===== config.mk =====
export PLATFORM = sky130hd
export DESIGN_NAME = rtcic_top
export DESIGN_NICKNAME = d
export VERILOG_FILES = /design/src/core/rtcic_top.v
export VERILOG_INCLUDE_DIRS = /design/src /design/src/common
export SDC_FILE = /design/constraint.sdc
export NUM_CORES = 1
export LEC_CHECK = 0
export ABC_AREA = 0
export BUFFER_PORTS_ARGS = -buffer_cell sky130_fd_sc_hd__clkbuf_2
export CORE_MARGIN = 5
export CORE_UTILIZATION = 38
export DETAILED_ROUTE_END_ITERATION = 8
export SETUP_SLACK_MARGIN = 0.05
export SYNTH_ARGS = -nofsm -noshare
export SYNTH_HDL_FRONTEND = slang
export SYNTH_SLANG_ARGS = --single-unit

===== constraint.sdc =====
create_clock -name clk_i -period 2.7 [get_ports clk_i]
set_input_delay 0.405 -clock clk_i [delete_from_list [all_inputs] [get_ports clk_i]]
set_output_delay 0.405 -clock clk_i [all_outputs]
set_load 0.005 [all_outputs]

===== src/common/rtcic_map.vh =====
`ifndef RTCIC_MAP_VH
`define RTCIC_MAP_VH
// register offsets (byte addresses)
`define RTCIC_CTL_OFF       8'h00
`define RTCIC_FLAG_OFF      8'h04
`define RTCIC_ENAB_OFF      8'h08
// clock_control fields
`define RTCIC_CTL_RUN       0
`define RTCIC_CTL_DRST      1
`define RTCIC_CTL_ADJ       2
`define RTCIC_CTL_H24       4
`define RTCIC_CTL_HOLD      5
`define RTCIC_CTL_CBSY      6
`define RTCIC_CTL_TRIM_LO   8
`define RTCIC_CTL_TRIM_HI   14
`define RTCIC_CTL_TBSY      15
// irq_flags / irq_enables fields
`define RTCIC_F_SEC32       0
`define RTCIC_F_SEC8        1
`define RTCIC_F_SEC4        2
`define RTCIC_F_SEC2        3
`define RTCIC_F_SEC         4
`define RTCIC_F_MIN         5
`define RTCIC_F_HOUR        6
`define RTCIC_F_DAY         7
`define RTCIC_F_ALARM       8
`define RTCIC_F_SW100       9
`define RTCIC_F_SW10        10
`define RTCIC_F_SW1         11
`define RTCIC_F_TRIM        12
`define RTCIC_NFLAG         13
// reset values
`define RTCIC_FLAG_RST      13'h0000
`define RTCIC_TRIM_RST      7'h00
`define RTCIC_HZ_RST        8'h00
// timing: one divider step is 1/256 s
`define RTCIC_CLK_HZ        25000000
`define RTCIC_STEP_PER_SEC  256
`define RTCIC_TICK_CYC      (`RTCIC_CLK_HZ / `RTCIC_STEP_PER_SEC)
`define RTCIC_TRIM_PHASE    8'h7f
`endif


===== src/core/rtcic_top.v =====
// The Wishbone register port and the register offsets were decided locally.
`timescale 1ns/100ps
`include "rtcic_map.vh"
module rtcic_top #(
  parameter TICK_CYC = `RTCIC_TICK_CYC
)(
  // clock and reset
  input  wire        clk_i,
  input  wire        rst_i,
  // wishbone slave
  input  wire        wb_cyc_i,
  input  wire        wb_stb_i,
  input  wire        wb_we_i,
  input  wire [7:0]  wb_adr_i,
  input  wire [3:0]  wb_sel_i,
  input  wire [31:0] wb_dat_i,
  output wire [31:0] wb_dat_o,
  output wire        wb_ack_o,
  // interrupt request
  output wire        irq_o,
  // calendar and stopwatch datapath events
  input  wire        day_inc_i,
  input  wire        hour_inc_i,
  input  wire        min_inc_i,
  input  wire        alarm_match_i,
  input  wire        sw_hund_inc_i,
  input  wire        sw_tenth_inc_i,
  input  wire        sw_tenth_ovf_i,
  // calendar datapath control
  output wire        sec_inc_o,
  output wire        adj30_o,
  output wire        calendar_run_o,
  output wire        hour_format_24_o
);

  localparam [2:0] T_IDLE  = 3'b001;
  localparam [2:0] T_WAIT  = 3'b010;
  localparam [2:0] T_APPLY = 3'b100;
  // widen first, then cut to the prescaler width on purpose
  localparam [31:0] TICK_CYC_W = TICK_CYC;
  localparam [17:0] TICK_LAST  = TICK_CYC_W[17:0] - 18'h0_0001;

  reg  [31:0] dat_r;
  reg         ack_r;
  reg         irq_r;
  reg  [12:0] flag_r;
  reg  [12:0] en_r;
  reg  [17:0] pre_r;
  reg  [7:0]  hz_r;
  reg  [4:0]  pend_r;
  reg         alm_pend_r;
  reg         alm_prev_r;
  reg         run_r;
  reg         h24_r;
  reg         hold_r;
  reg         adj_r;
  reg         drst_r;
  reg         cbsy_r;
  reg         missed_r;
  reg         sec_inc_r;
  reg         adj30_r;
  reg  [6:0]  trim_r;
  reg  [2:0]  tst_r;
  reg  [2:0]  tst_nxt;
  reg  [12:0] flag_set;
  reg  [31:0] rd_nxt;

  wire        req     = wb_cyc_i & wb_stb_i;
  // writes land on the edge that sees ack high
  wire        wr      = req & wb_we_i & ack_r;
  wire        wr_ctl  = wr & (wb_adr_i == `RTCIC_CTL_OFF);
  wire        wr_flag = wr & (wb_adr_i == `RTCIC_FLAG_OFF);
  wire        wr_en   = wr & (wb_adr_i == `RTCIC_ENAB_OFF);
  wire        tbsy    = ~tst_r[0];
  wire [6:0]  tadd    = (tst_r[2] && trim_r != 7'h00) ? trim_r : 7'h00;
  wire [17:0] term    = TICK_LAST + {{11{tadd[6]}}, tadd};
  wire        tick    = (pre_r >= term);
  wire [7:0]  hz_nxt  = hz_r + 8'h01;
  wire        e32     = (hz_nxt[2:0] == 3'h0);
  wire        e8      = (hz_nxt[4:0] == 5'h00);
  wire        e4      = (hz_nxt[5:0] == 6'h00);
  wire        e2      = (hz_nxt[6:0] == 7'h00);
  wire        e1      = (hz_nxt == 8'h00);
  wire        alm_rise = alarm_match_i & ~alm_prev_r;
  wire        sec_due = tick & e1 & run_r;
  wire        catchup = ~hold_r & missed_r;
  wire        adj_go  = tick & adj_r;
  wire        trim_wr = wr_ctl & wb_sel_i[1] & ~tbsy;

  // trim sequencer: wait for divider phase, lengthen or shorten one step by the signed trim, finish
  always @*
  begin
    tst_nxt = tst_r;
    case (tst_r)
      T_IDLE:
      begin
        if (trim_wr)
          tst_nxt = T_WAIT;
      end
      T_WAIT:
      begin
        if (tick && hz_nxt == `RTCIC_TRIM_PHASE)
          tst_nxt = T_APPLY;
      end
      T_APPLY:
      begin
        if (tick)
          tst_nxt = T_IDLE;
      end
      default:
        tst_nxt = T_IDLE;
    endcase
  end

  // flag set sources
  always @*
  begin
    flag_set = `RTCIC_FLAG_RST;
    if (tick)
    begin
      flag_set[`RTCIC_F_SEC32] = pend_r[0];
      flag_set[`RTCIC_F_SEC8]  = pend_r[1];
      flag_set[`RTCIC_F_SEC4]  = pend_r[2];
      flag_set[`RTCIC_F_SEC2]  = pend_r[3];
      flag_set[`RTCIC_F_SEC]   = pend_r[4];
    end
    if (catchup || adj_go)
      flag_set[`RTCIC_F_SEC] = 1'b1;
    flag_set[`RTCIC_F_MIN]  = min_inc_i;
    flag_set[`RTCIC_F_HOUR] = hour_inc_i;
    flag_set[`RTCIC_F_DAY]  = day_inc_i;
    flag_set[`RTCIC_F_ALARM] = tick & alm_pend_r;
    flag_set[`RTCIC_F_SW100] = sw_hund_inc_i;
    flag_set[`RTCIC_F_SW10]  = sw_tenth_inc_i;
    flag_set[`RTCIC_F_SW1]   = sw_tenth_ovf_i;
    flag_set[`RTCIC_F_TRIM]  = tst_r[2] & tick;
  end

  // read mux; unmapped addresses read zero
  always @*
  begin
    rd_nxt = 32'h0000_0000;
    case (wb_adr_i)
      `RTCIC_CTL_OFF:
      begin
        rd_nxt[`RTCIC_CTL_TBSY] = tbsy;
        rd_nxt[`RTCIC_CTL_CBSY] = cbsy_r;
        rd_nxt[`RTCIC_CTL_HOLD] = hold_r;
        rd_nxt[`RTCIC_CTL_H24]  = h24_r;
        rd_nxt[`RTCIC_CTL_ADJ]  = adj_r;
        rd_nxt[`RTCIC_CTL_DRST] = drst_r;
        rd_nxt[`RTCIC_CTL_RUN]  = run_r;
      end
      `RTCIC_FLAG_OFF:
        rd_nxt[12:0] = flag_r;
      `RTCIC_ENAB_OFF:
        rd_nxt[12:0] = en_r;
      default:
        rd_nxt = 32'h0000_0000;
    endcase
  end

  // bus handshake: one wait state, ack drops after one cycle
  always @(posedge clk_i)
  begin
    if (rst_i)
    begin
      ack_r <= 1'b0;
      dat_r <= 32'h0000_0000;
    end
    else
    begin
      ack_r <= req & ~ack_r;
      if (req && !ack_r)
        dat_r <= rd_nxt;
    end
  end

  // flags, enables, interrupt
  always @(posedge clk_i)
  begin
    if (rst_i)
    begin
      flag_r <= `RTCIC_FLAG_RST;
      en_r   <= `RTCIC_FLAG_RST;
      irq_r  <= 1'b0;
    end
    else
    begin
      if (wr_flag)
        flag_r <= (flag_r & ~{wb_sel_i[1] ? wb_dat_i[12:8] : 5'h00,
                              wb_sel_i[0] ? wb_dat_i[7:0] : 8'h00}) | flag_set;
      else
        flag_r <= flag_r | flag_set;
      if (wr_en && wb_sel_i[0])
        en_r[7:0] <= wb_dat_i[7:0];
      if (wr_en && wb_sel_i[1])
        en_r[12:8] <= wb_dat_i[12:8];
      irq_r <= |(flag_r & en_r);
    end
  end

  // 1/256 s prescaler and 1 Hz divider
  always @(posedge clk_i)
  begin
    if (rst_i || drst_r)
    begin
      pre_r  <= 18'h0_0000;
      hz_r   <= `RTCIC_HZ_RST;
      pend_r <= 5'h00;
    end
    else if (tick)
    begin
      pre_r  <= 18'h0_0000;
      hz_r   <= hz_nxt;
      pend_r <= {e1, e2, e4, e8, e32};
    end
    else
      pre_r <= pre_r + 18'h0_0001;
  end

  // alarm edge held until next step
  always @(posedge clk_i)
  begin
    if (rst_i)
    begin
      alm_prev_r <= 1'b0;
      alm_pend_r <= 1'b0;
    end
    else
    begin
      alm_prev_r <= alarm_match_i;
      alm_pend_r <= (alm_pend_r & ~tick) | alm_rise;
    end
  end

  // trim sequencer state and value
  always @(posedge clk_i)
  begin
    if (rst_i)
    begin
      tst_r  <= T_IDLE;
      trim_r <= `RTCIC_TRIM_RST;
    end
    else
    begin
      tst_r <= tst_nxt;
      if (trim_wr)
        trim_r <= wb_dat_i[`RTCIC_CTL_TRIM_HI:`RTCIC_CTL_TRIM_LO];
    end
  end

  // control bits and calendar steps
  always @(posedge clk_i)
  begin
    if (rst_i)
    begin
      run_r     <= 1'b0;
      h24_r     <= 1'b0;
      hold_r    <= 1'b0;
      adj_r     <= 1'b0;
      drst_r    <= 1'b0;
      cbsy_r    <= 1'b0;
      missed_r  <= 1'b0;
      sec_inc_r <= 1'b0;
      adj30_r   <= 1'b0;
    end
    else
    begin
      if (wr_ctl && wb_sel_i[0])
      begin
        run_r <= wb_dat_i[`RTCIC_CTL_RUN];
        h24_r <= wb_dat_i[`RTCIC_CTL_H24];
      end
      drst_r <= wr_ctl & wb_sel_i[0] & wb_dat_i[`RTCIC_CTL_DRST];
      if (tbsy || drst_r)
        hold_r <= 1'b0;
      else if (wr_ctl && wb_sel_i[0])
        hold_r <= wb_dat_i[`RTCIC_CTL_HOLD];
      if (drst_r)
        adj_r <= 1'b0;
      else if (wr_ctl && wb_sel_i[0] && wb_dat_i[`RTCIC_CTL_ADJ])
        adj_r <= 1'b1;
      else if (adj_go)
        adj_r <= 1'b0;
      adj30_r <= adj_go;
      if (hold_r)
        missed_r <= missed_r | sec_due;
      else
        missed_r <= 1'b0;
      sec_inc_r <= (sec_due & ~hold_r) | catchup;
      if ((sec_due && !hold_r) || catchup || adj_go)
        cbsy_r <= 1'b1;
      else if (tick)
        cbsy_r <= 1'b0;
    end
  end

  assign wb_dat_o         = dat_r;
  assign wb_ack_o         = ack_r;
  assign irq_o            = irq_r;
  assign sec_inc_o        = sec_inc_r;
  assign adj30_o          = adj30_r;
  assign calendar_run_o   = run_r;
  assign hour_format_24_o = h24_r;

endmodule


; ---- Word-level counts from Yosys, hierarchy flattened
; Cells that the tools add are included.
[op_classes]
n_addsub = 3
n_lt_le_gt_ge = 1
eq_ne = 9
muxes = 19
n_bitwise = 33
reduce_logical = 30
[ops]
columns = cell, n
row1 = case mux 3 bit (3 select lines), 3
row2 = bitwise AND 13 bit, 2
row3 = bitwise OR 13 bit, 2
row4 = bitwise AND 1 bit, 20
row5 = adder 17 x 18 -> 18 bit (first input constant), 1
row6 = adder 18 x 1 -> 18 bit (second input constant), 1
row7 = >= comparator 18 bit, 1
row8 = logical NOT 8 bit, 2
row9 = 2-to-1 mux 13 bit, 1
row10 = inverter 13 bit, 1
row11 = OR reduction 13 bit, 1
row12 = case mux 6 bit (2 select lines), 1
row13 = 2-to-1 mux 5 bit, 2
row14 = 2-to-1 mux 3 bit, 3
row15 = adder 8 x 1 -> 8 bit (second input constant), 1
row16 = equality test 8 x 3 -> 1 bit (second input constant), 1
row17 = equality test 8 x 4 -> 1 bit (second input constant), 1
row18 = equality test 8 x 7 -> 1 bit (second input constant), 1
row19 = logical AND 1 bit, 8
row20 = 2-to-1 mux 8 bit, 1
row21 = OR reduction 2 bit, 4
row22 = logical NOT 7 bit, 1
row23 = 2-to-1 mux 7 bit, 1
row24 = nonzero test 7 bit, 1
row25 = 15 further kinds, 34
[totals]
reg_bits = 94
input_bits = 56
out_inout_bits = 38
elab_cells = 117

; ---- Logic depth before layout (Yosys ltp)
[logic_depth]
word_depth = 11
depth_mapped = 16
mapped_depth_nobuf = 13

; ---- Worst setup path after synthesis
; Ideal clock, no wire load.
[synth_path]
path_type = flip-flop to flip-flop
from = reg tst_r[2]
to = reg flag_r[3]
setup_ns = 0.128
arrival_ns = 2.835
required_time_ns = 2.572
slack_ns = -0.262
path_stages_with_launch = 16
path_buffers = 2
synth_period_minus_slack_ns = 2.962
cell_sequence = dfxtp_1 -> clkbuf_1 -> nand2_1 -> ha_1 -> inv_1 -> o21ai_0 -> and3_1 -> o21a_1 -> ha_1 -> a21oi_1 -> nor2b_1 -> a2111o_1 -> a2bb2oi_2 -> buf_2 -> a22oi_1 -> nor2_1
[synth_via]
elab_chain_len = 7
word_cells_on_any_way = 8
classes_between = add/sub: 1 / order compare: 1 / mux: 3 / bitwise: 2 / reduce/logical: 1
[synth_rtl]
columns = item, line
row1 = "start, declared", rtcic_top.v:63  ; reg [2:0] tst_r;
row2 = "start signal, assigned", rtcic_top.v:247  ; tst_r <= tst_nxt;
row3 = logical AND 1 bit (*), rtcic_top.v:75  ; wire [6:0] tadd = (tst_r[2] && trim_r != 7'h00) ? trim_r : 7'h00;
row4 = 2-to-1 mux 7 bit (*), rtcic_top.v:75
row5 = adder 17 x 18 -> 18 bit (*), rtcic_top.v:76  ; wire [17:0] term = TICK_LAST + {{11{tadd[6]}}, tadd};
row6 = >= comparator 18 bit (*), rtcic_top.v:77  ; wire tick = (pre_r >= term);
row7 = 2-to-1 mux 5 bit (*), rtcic_top.v:119  ; if (tick)
row8 = "bitwise OR 13 bit, on equally long branches", "rtcic_top.v:194, rtcic_top.v:192"
row9 = 2-to-1 mux 13 bit (*), rtcic_top.v:190  ; if (wr_flag)
row10 = "end signal, assigned", rtcic_top.v:184  ; flag_r <= `RTCIC_FLAG_RST;
row11 = "end signal, assigned", rtcic_top.v:191  ; flag_r <= (flag_r & ~{wb_sel_i[1] ? wb_dat_i[12:8] : 5'h00,
row12 = "end signal, assigned", rtcic_top.v:194  ; flag_r <= flag_r | flag_set;
row13 = "end, declared", rtcic_top.v:46  ; reg [12:0] flag_r;
; Every way passes the cells marked *; elsewhere a longest branch is shown, timed or not.
; A chain may end at the register's enable or synchronous reset.

; ---- Worst setup path in the final report
[layout_path]
from = reg tst_r[2]
to = reg hz_r[7]
[layout_via]
elab_chain_len = 4
[layout_rtl]
columns = item, line
row1 = logical AND 1 bit, rtcic_top.v:75
row2 = 2-to-1 mux 7 bit, rtcic_top.v:75
row3 = adder 17 x 18 -> 18 bit, rtcic_top.v:76
row4 = >= comparator 18 bit, rtcic_top.v:77
row5 = "end signal, assigned", rtcic_top.v:209  ; hz_r <= `RTCIC_HZ_RST;
row6 = "end signal, assigned", rtcic_top.v:215  ; hz_r <= hz_nxt;
row7 = "end, declared", rtcic_top.v:49  ; reg [7:0] hz_r;
; Every way passes these cells.

==> metrics.md <==
| Metric | Value |
|---|---|
| Vias in the first global route | `about 3,800` |
| Worst Tran Pin Value | `roughly 920 ps` |
| Initial antenna violation count | `0` |
| GRT overflow | `0` |
| Slew Viols, Final | `0` |
| Crit path capture type | `flop` |
| Avg Cell Area, Syn | `~8.8 µm²` |
| Final layout net count | `between 600 and 700` |
| Number of warnings issued by yosys | `0` |
| DR vias | `~3,800` |
| Clock Skews | `6.548 ps` |
| Iteration-0 DRC Markers | `roughly 280` |
| Setup crit start | `tst_r[2]$_SDFFE_PP0P_` |
| Worst hold slack | `about 270 ps` |
| # H-tree levels | `3` |
| Setup CP Type | `flop to flop` |
| Via density | `around 5.2` |
| P_leak | `2.197 nW` |
| Crit path to | `hz_r[7]$_SDFFE_PP0N_` |
| Die W | `118.4 µm` |
| Post-DP Area | `around 4900 µm²` |
| Clk slew on worst S/H paths | `60 ps` |
| F_max | `between 300 and 400 MHz` |
| Fin crit share | `100.7%` |
| Final non-filler cell total | `between 700 and 800` |
| Final instance area | `approximately 5700 µm²` |
| # clock sinks | `between 90 and 100` |
| DRC violations left | `0` |
| RSZ-0062 raised after global routing | `true` |
| Synth area leader | `dfxtp_1` |
| Placed insts | `~700` |
| Total of max-cap violations | `0` |
| Core area | `11,470 µm²` |
| PwrDens | `515.4 nW/µm²` |
| VDD IR max | `461.9 µV` |
| CTS Buf Count | `9` |
| Overall Global Routing Usage | `16.24%` |
| Antenna-violating nets left | `0` |
| Synth unique cells | `around 60` |
| Setup WS pre-CTS | `-123.8 ps` |
| Full die area | `around 14,000 µm²` |
| Post-Syn Area | `about 4500 µm²` |
| Largest net degree at the start of global routing | `40` |
| Most frequent cells in the layout | `dfxtp_1, nor2_1, clkbuf_2` |
| Share of cells above drive strength 1 | `between 20% and 30%` |
| Critical Path AT | `roughly 3000 ps` |
| RePlAce Congestion | `0.7636` |
| Share of the synthesized area in the top cell type | `between 40 and 50%` |
| CP Max Fanout | `8` |
| Worst EP required | `2980 ps` |
| Slew headroom | `about two fifths` |
| Register bit total from synthesis | `94` |
| Reg-to-Reg End | `hz_r[7]$_SDFFE_PP0N_` |
| TritonCTS clock tree | `yes` |
| Worst Hold Class | `input pin to flop` |
| Setup TNS | `-38.00 ps` |
| Status | `complete, but fails checks` |
| Fin crit period | `2719 ps` |
| Die H | `118.4 µm` |
| Critical R2R Launch | `tst_r[2]$_SDFFE_PP0P_` |
| Post-synthesis instance total | `between 500 and 600` |
| Wirelength, routed | `roughly 12,000 µm` |
| Routed len/inst | `approximately 16 µm` |
| Final Hold Viols | `0` |
| Top cells by area, synth | `dfxtp_1, nor2_1, mux2i_1` |
| ANT cells | `0` |
| DP Wirelength | `roughly 8000 µm` |
| Final setup vio count | `5` |
| Fill cells | `between 1,000 and 1,500` |
| Initial cell density of the core | `38.94%` |
| Fin worst setup slack | `-19.16 ps` |
| Async S/R FF share, synth | `0%` |
| DR pass1 iterations | `4` |
| Worst-Skew Late Latency | `approximately 340 ps` |
| Longest Clk Path Bufs | `2` |
| Global-route wire length before repair | `about 19,000 µm` |
| Most common cell after layout, fill and taps aside | `dfxtp_1` |
| Worst R2R Setup Slack | `-20 ps` |
| Top Ports | `between 90 and 100` |
| Crit path launch type | `flop` |
| P&R area growth vs syn | `26.76%` |
| Row count | `39` |
| Sequential area share after synthesis | `between 40% and 50%` |
| PortBufs | `56` |
| Failing checks | `negative setup slack` |
| Root Buffer | `clkbuf_16` |
| Reg2Reg Depth | `16` |
| Ys flop type | `dfxtp_1` |
| EDFF count, synth | `0` |
-- synth_stat cells (9+ instances only) --
cell       n
dfxtp_1   94
nor2_1    85
nand2_1   45
mux2i_1   29
a21oi_1   27
buf_4     20
a22oi_1   16
clkbuf_1  15
o21ai_0   14
ha_1      13
nand3_1   11
and3_1    10
xnor2_1   10
xor2_1    10
a221oi_1   9
inv_1      9
nor3_1     9
-- worst min-delay path by stage --
stage | slack (ps) | depth (start not counted) | startpoint | endpoint
floorplan | 430 | 2 | pend_r[4]$_SDFFE_PP0N_ | pend_r[4]$_SDFFE_PP0N_
global placement | 450 | 2 | pend_r[3]$_SDFFE_PP0N_ | pend_r[3]$_SDFFE_PP0N_
detailed placement | 450 | 2 | pend_r[0]$_SDFFE_PP0N_ | pend_r[0]$_SDFFE_PP0N_
CTS | 260 | 3 | hour_inc_i | flag_r[6]$_SDFF_PP0_
global route | 270 | 3 | sw_tenth_ovf_i | flag_r[11]$_SDFF_PP0_
finish | 270 | 3 | min_inc_i | flag_r[5]$_SDFF_PP0_
-- cell type report --
cell class                 instances  area (µm²)  area share (%)
timing repair buffer              86       569.3           10.06
multi-input combinational        382        2685           47.44
clock inverter                     3       42.54          0.7515
tap                              143       178.9           3.161
sequential                        94        1888           33.36
inverter                           9       36.28          0.6410
clock buffer                      13       260.3           4.598
-- stage by stage --
stage | util [%] | power, mW
6_report | 49.36 | 2.917
5_1_grt | 49.36 | 3.036
4_1_cts | 47.87 | 2.929
3_5_place_dp | 42.96 | 1.624
3_3_place_gp | 42.96 | 1.620
2_1_floorplan | - | 1.572
-- kinds of logic (layout without fill, tap and decap cells) --
kind of cell    count (synthesis)  after routing  share of synthesized area, %
fa+ha+maj                      13             13                         3.643
other cells                     1             19                       0.08398
buf+inv                        53            111                         6.640
compound gates                 90             92                         14.60
simple gates                  209            209                         22.47
flops                          94             94                         42.14
xor+xnor                       20             20                         3.922
mux                            29             29                         6.500
-- registers in the layout (all words and copies together), names as in the netlist, 3 cells and up --
name      flops
en_r         13
flag_r       13
hz_r          8
pend_r        5
pre_r        18
trim_r        7
tst_r         3
wb_dat_o     14
-- repair_timing --
item,4_1_cts,5_1_grt
buffers inserted,6,3
pin swaps,38,15
hold buffers,0,0
gates cloned,3,0
resized for setup,45,32
setup endpoints to repair,43,46
-- critical path: stages, from the launching register on --
cell	delay (ps)
dfxtp_4	370
nand2_4	80
ha_4	130
inv_4	40
o21ai_4	140
and3_4	190
o21a_1	160
ha_4	140
a21oi_2	50
nor2b_2	140
buf_4	140
o311ai_4	100
buf_12	160
buf_6	110
o2bb2ai_4	140
or4_4	430
a21oi_2	120
-- per-layer routing --
metal / vias up / share of wire (%) / GRT usage [%]
li1: 1904 / - / -
met1: 1825 / 46 / 21.74
met2: 89 / 48 / 26.13
met3: 6 / 5.2 / 4.394
met4: 0 / 0.86 / 4.040
met5: - / 0 / 0
-- report_power, final --
group	leakage, nW	switching, mW	internal, mW	total, mW
clock network	0.146	0.516	0.767	1.28
registers	0.764	0.0228	1.41	1.43
logic	1.29	0.117	0.0840	0.201
total	2.20	0.657	2.26	2.92
Note: power is estimated with default switching activity, not from simulation.
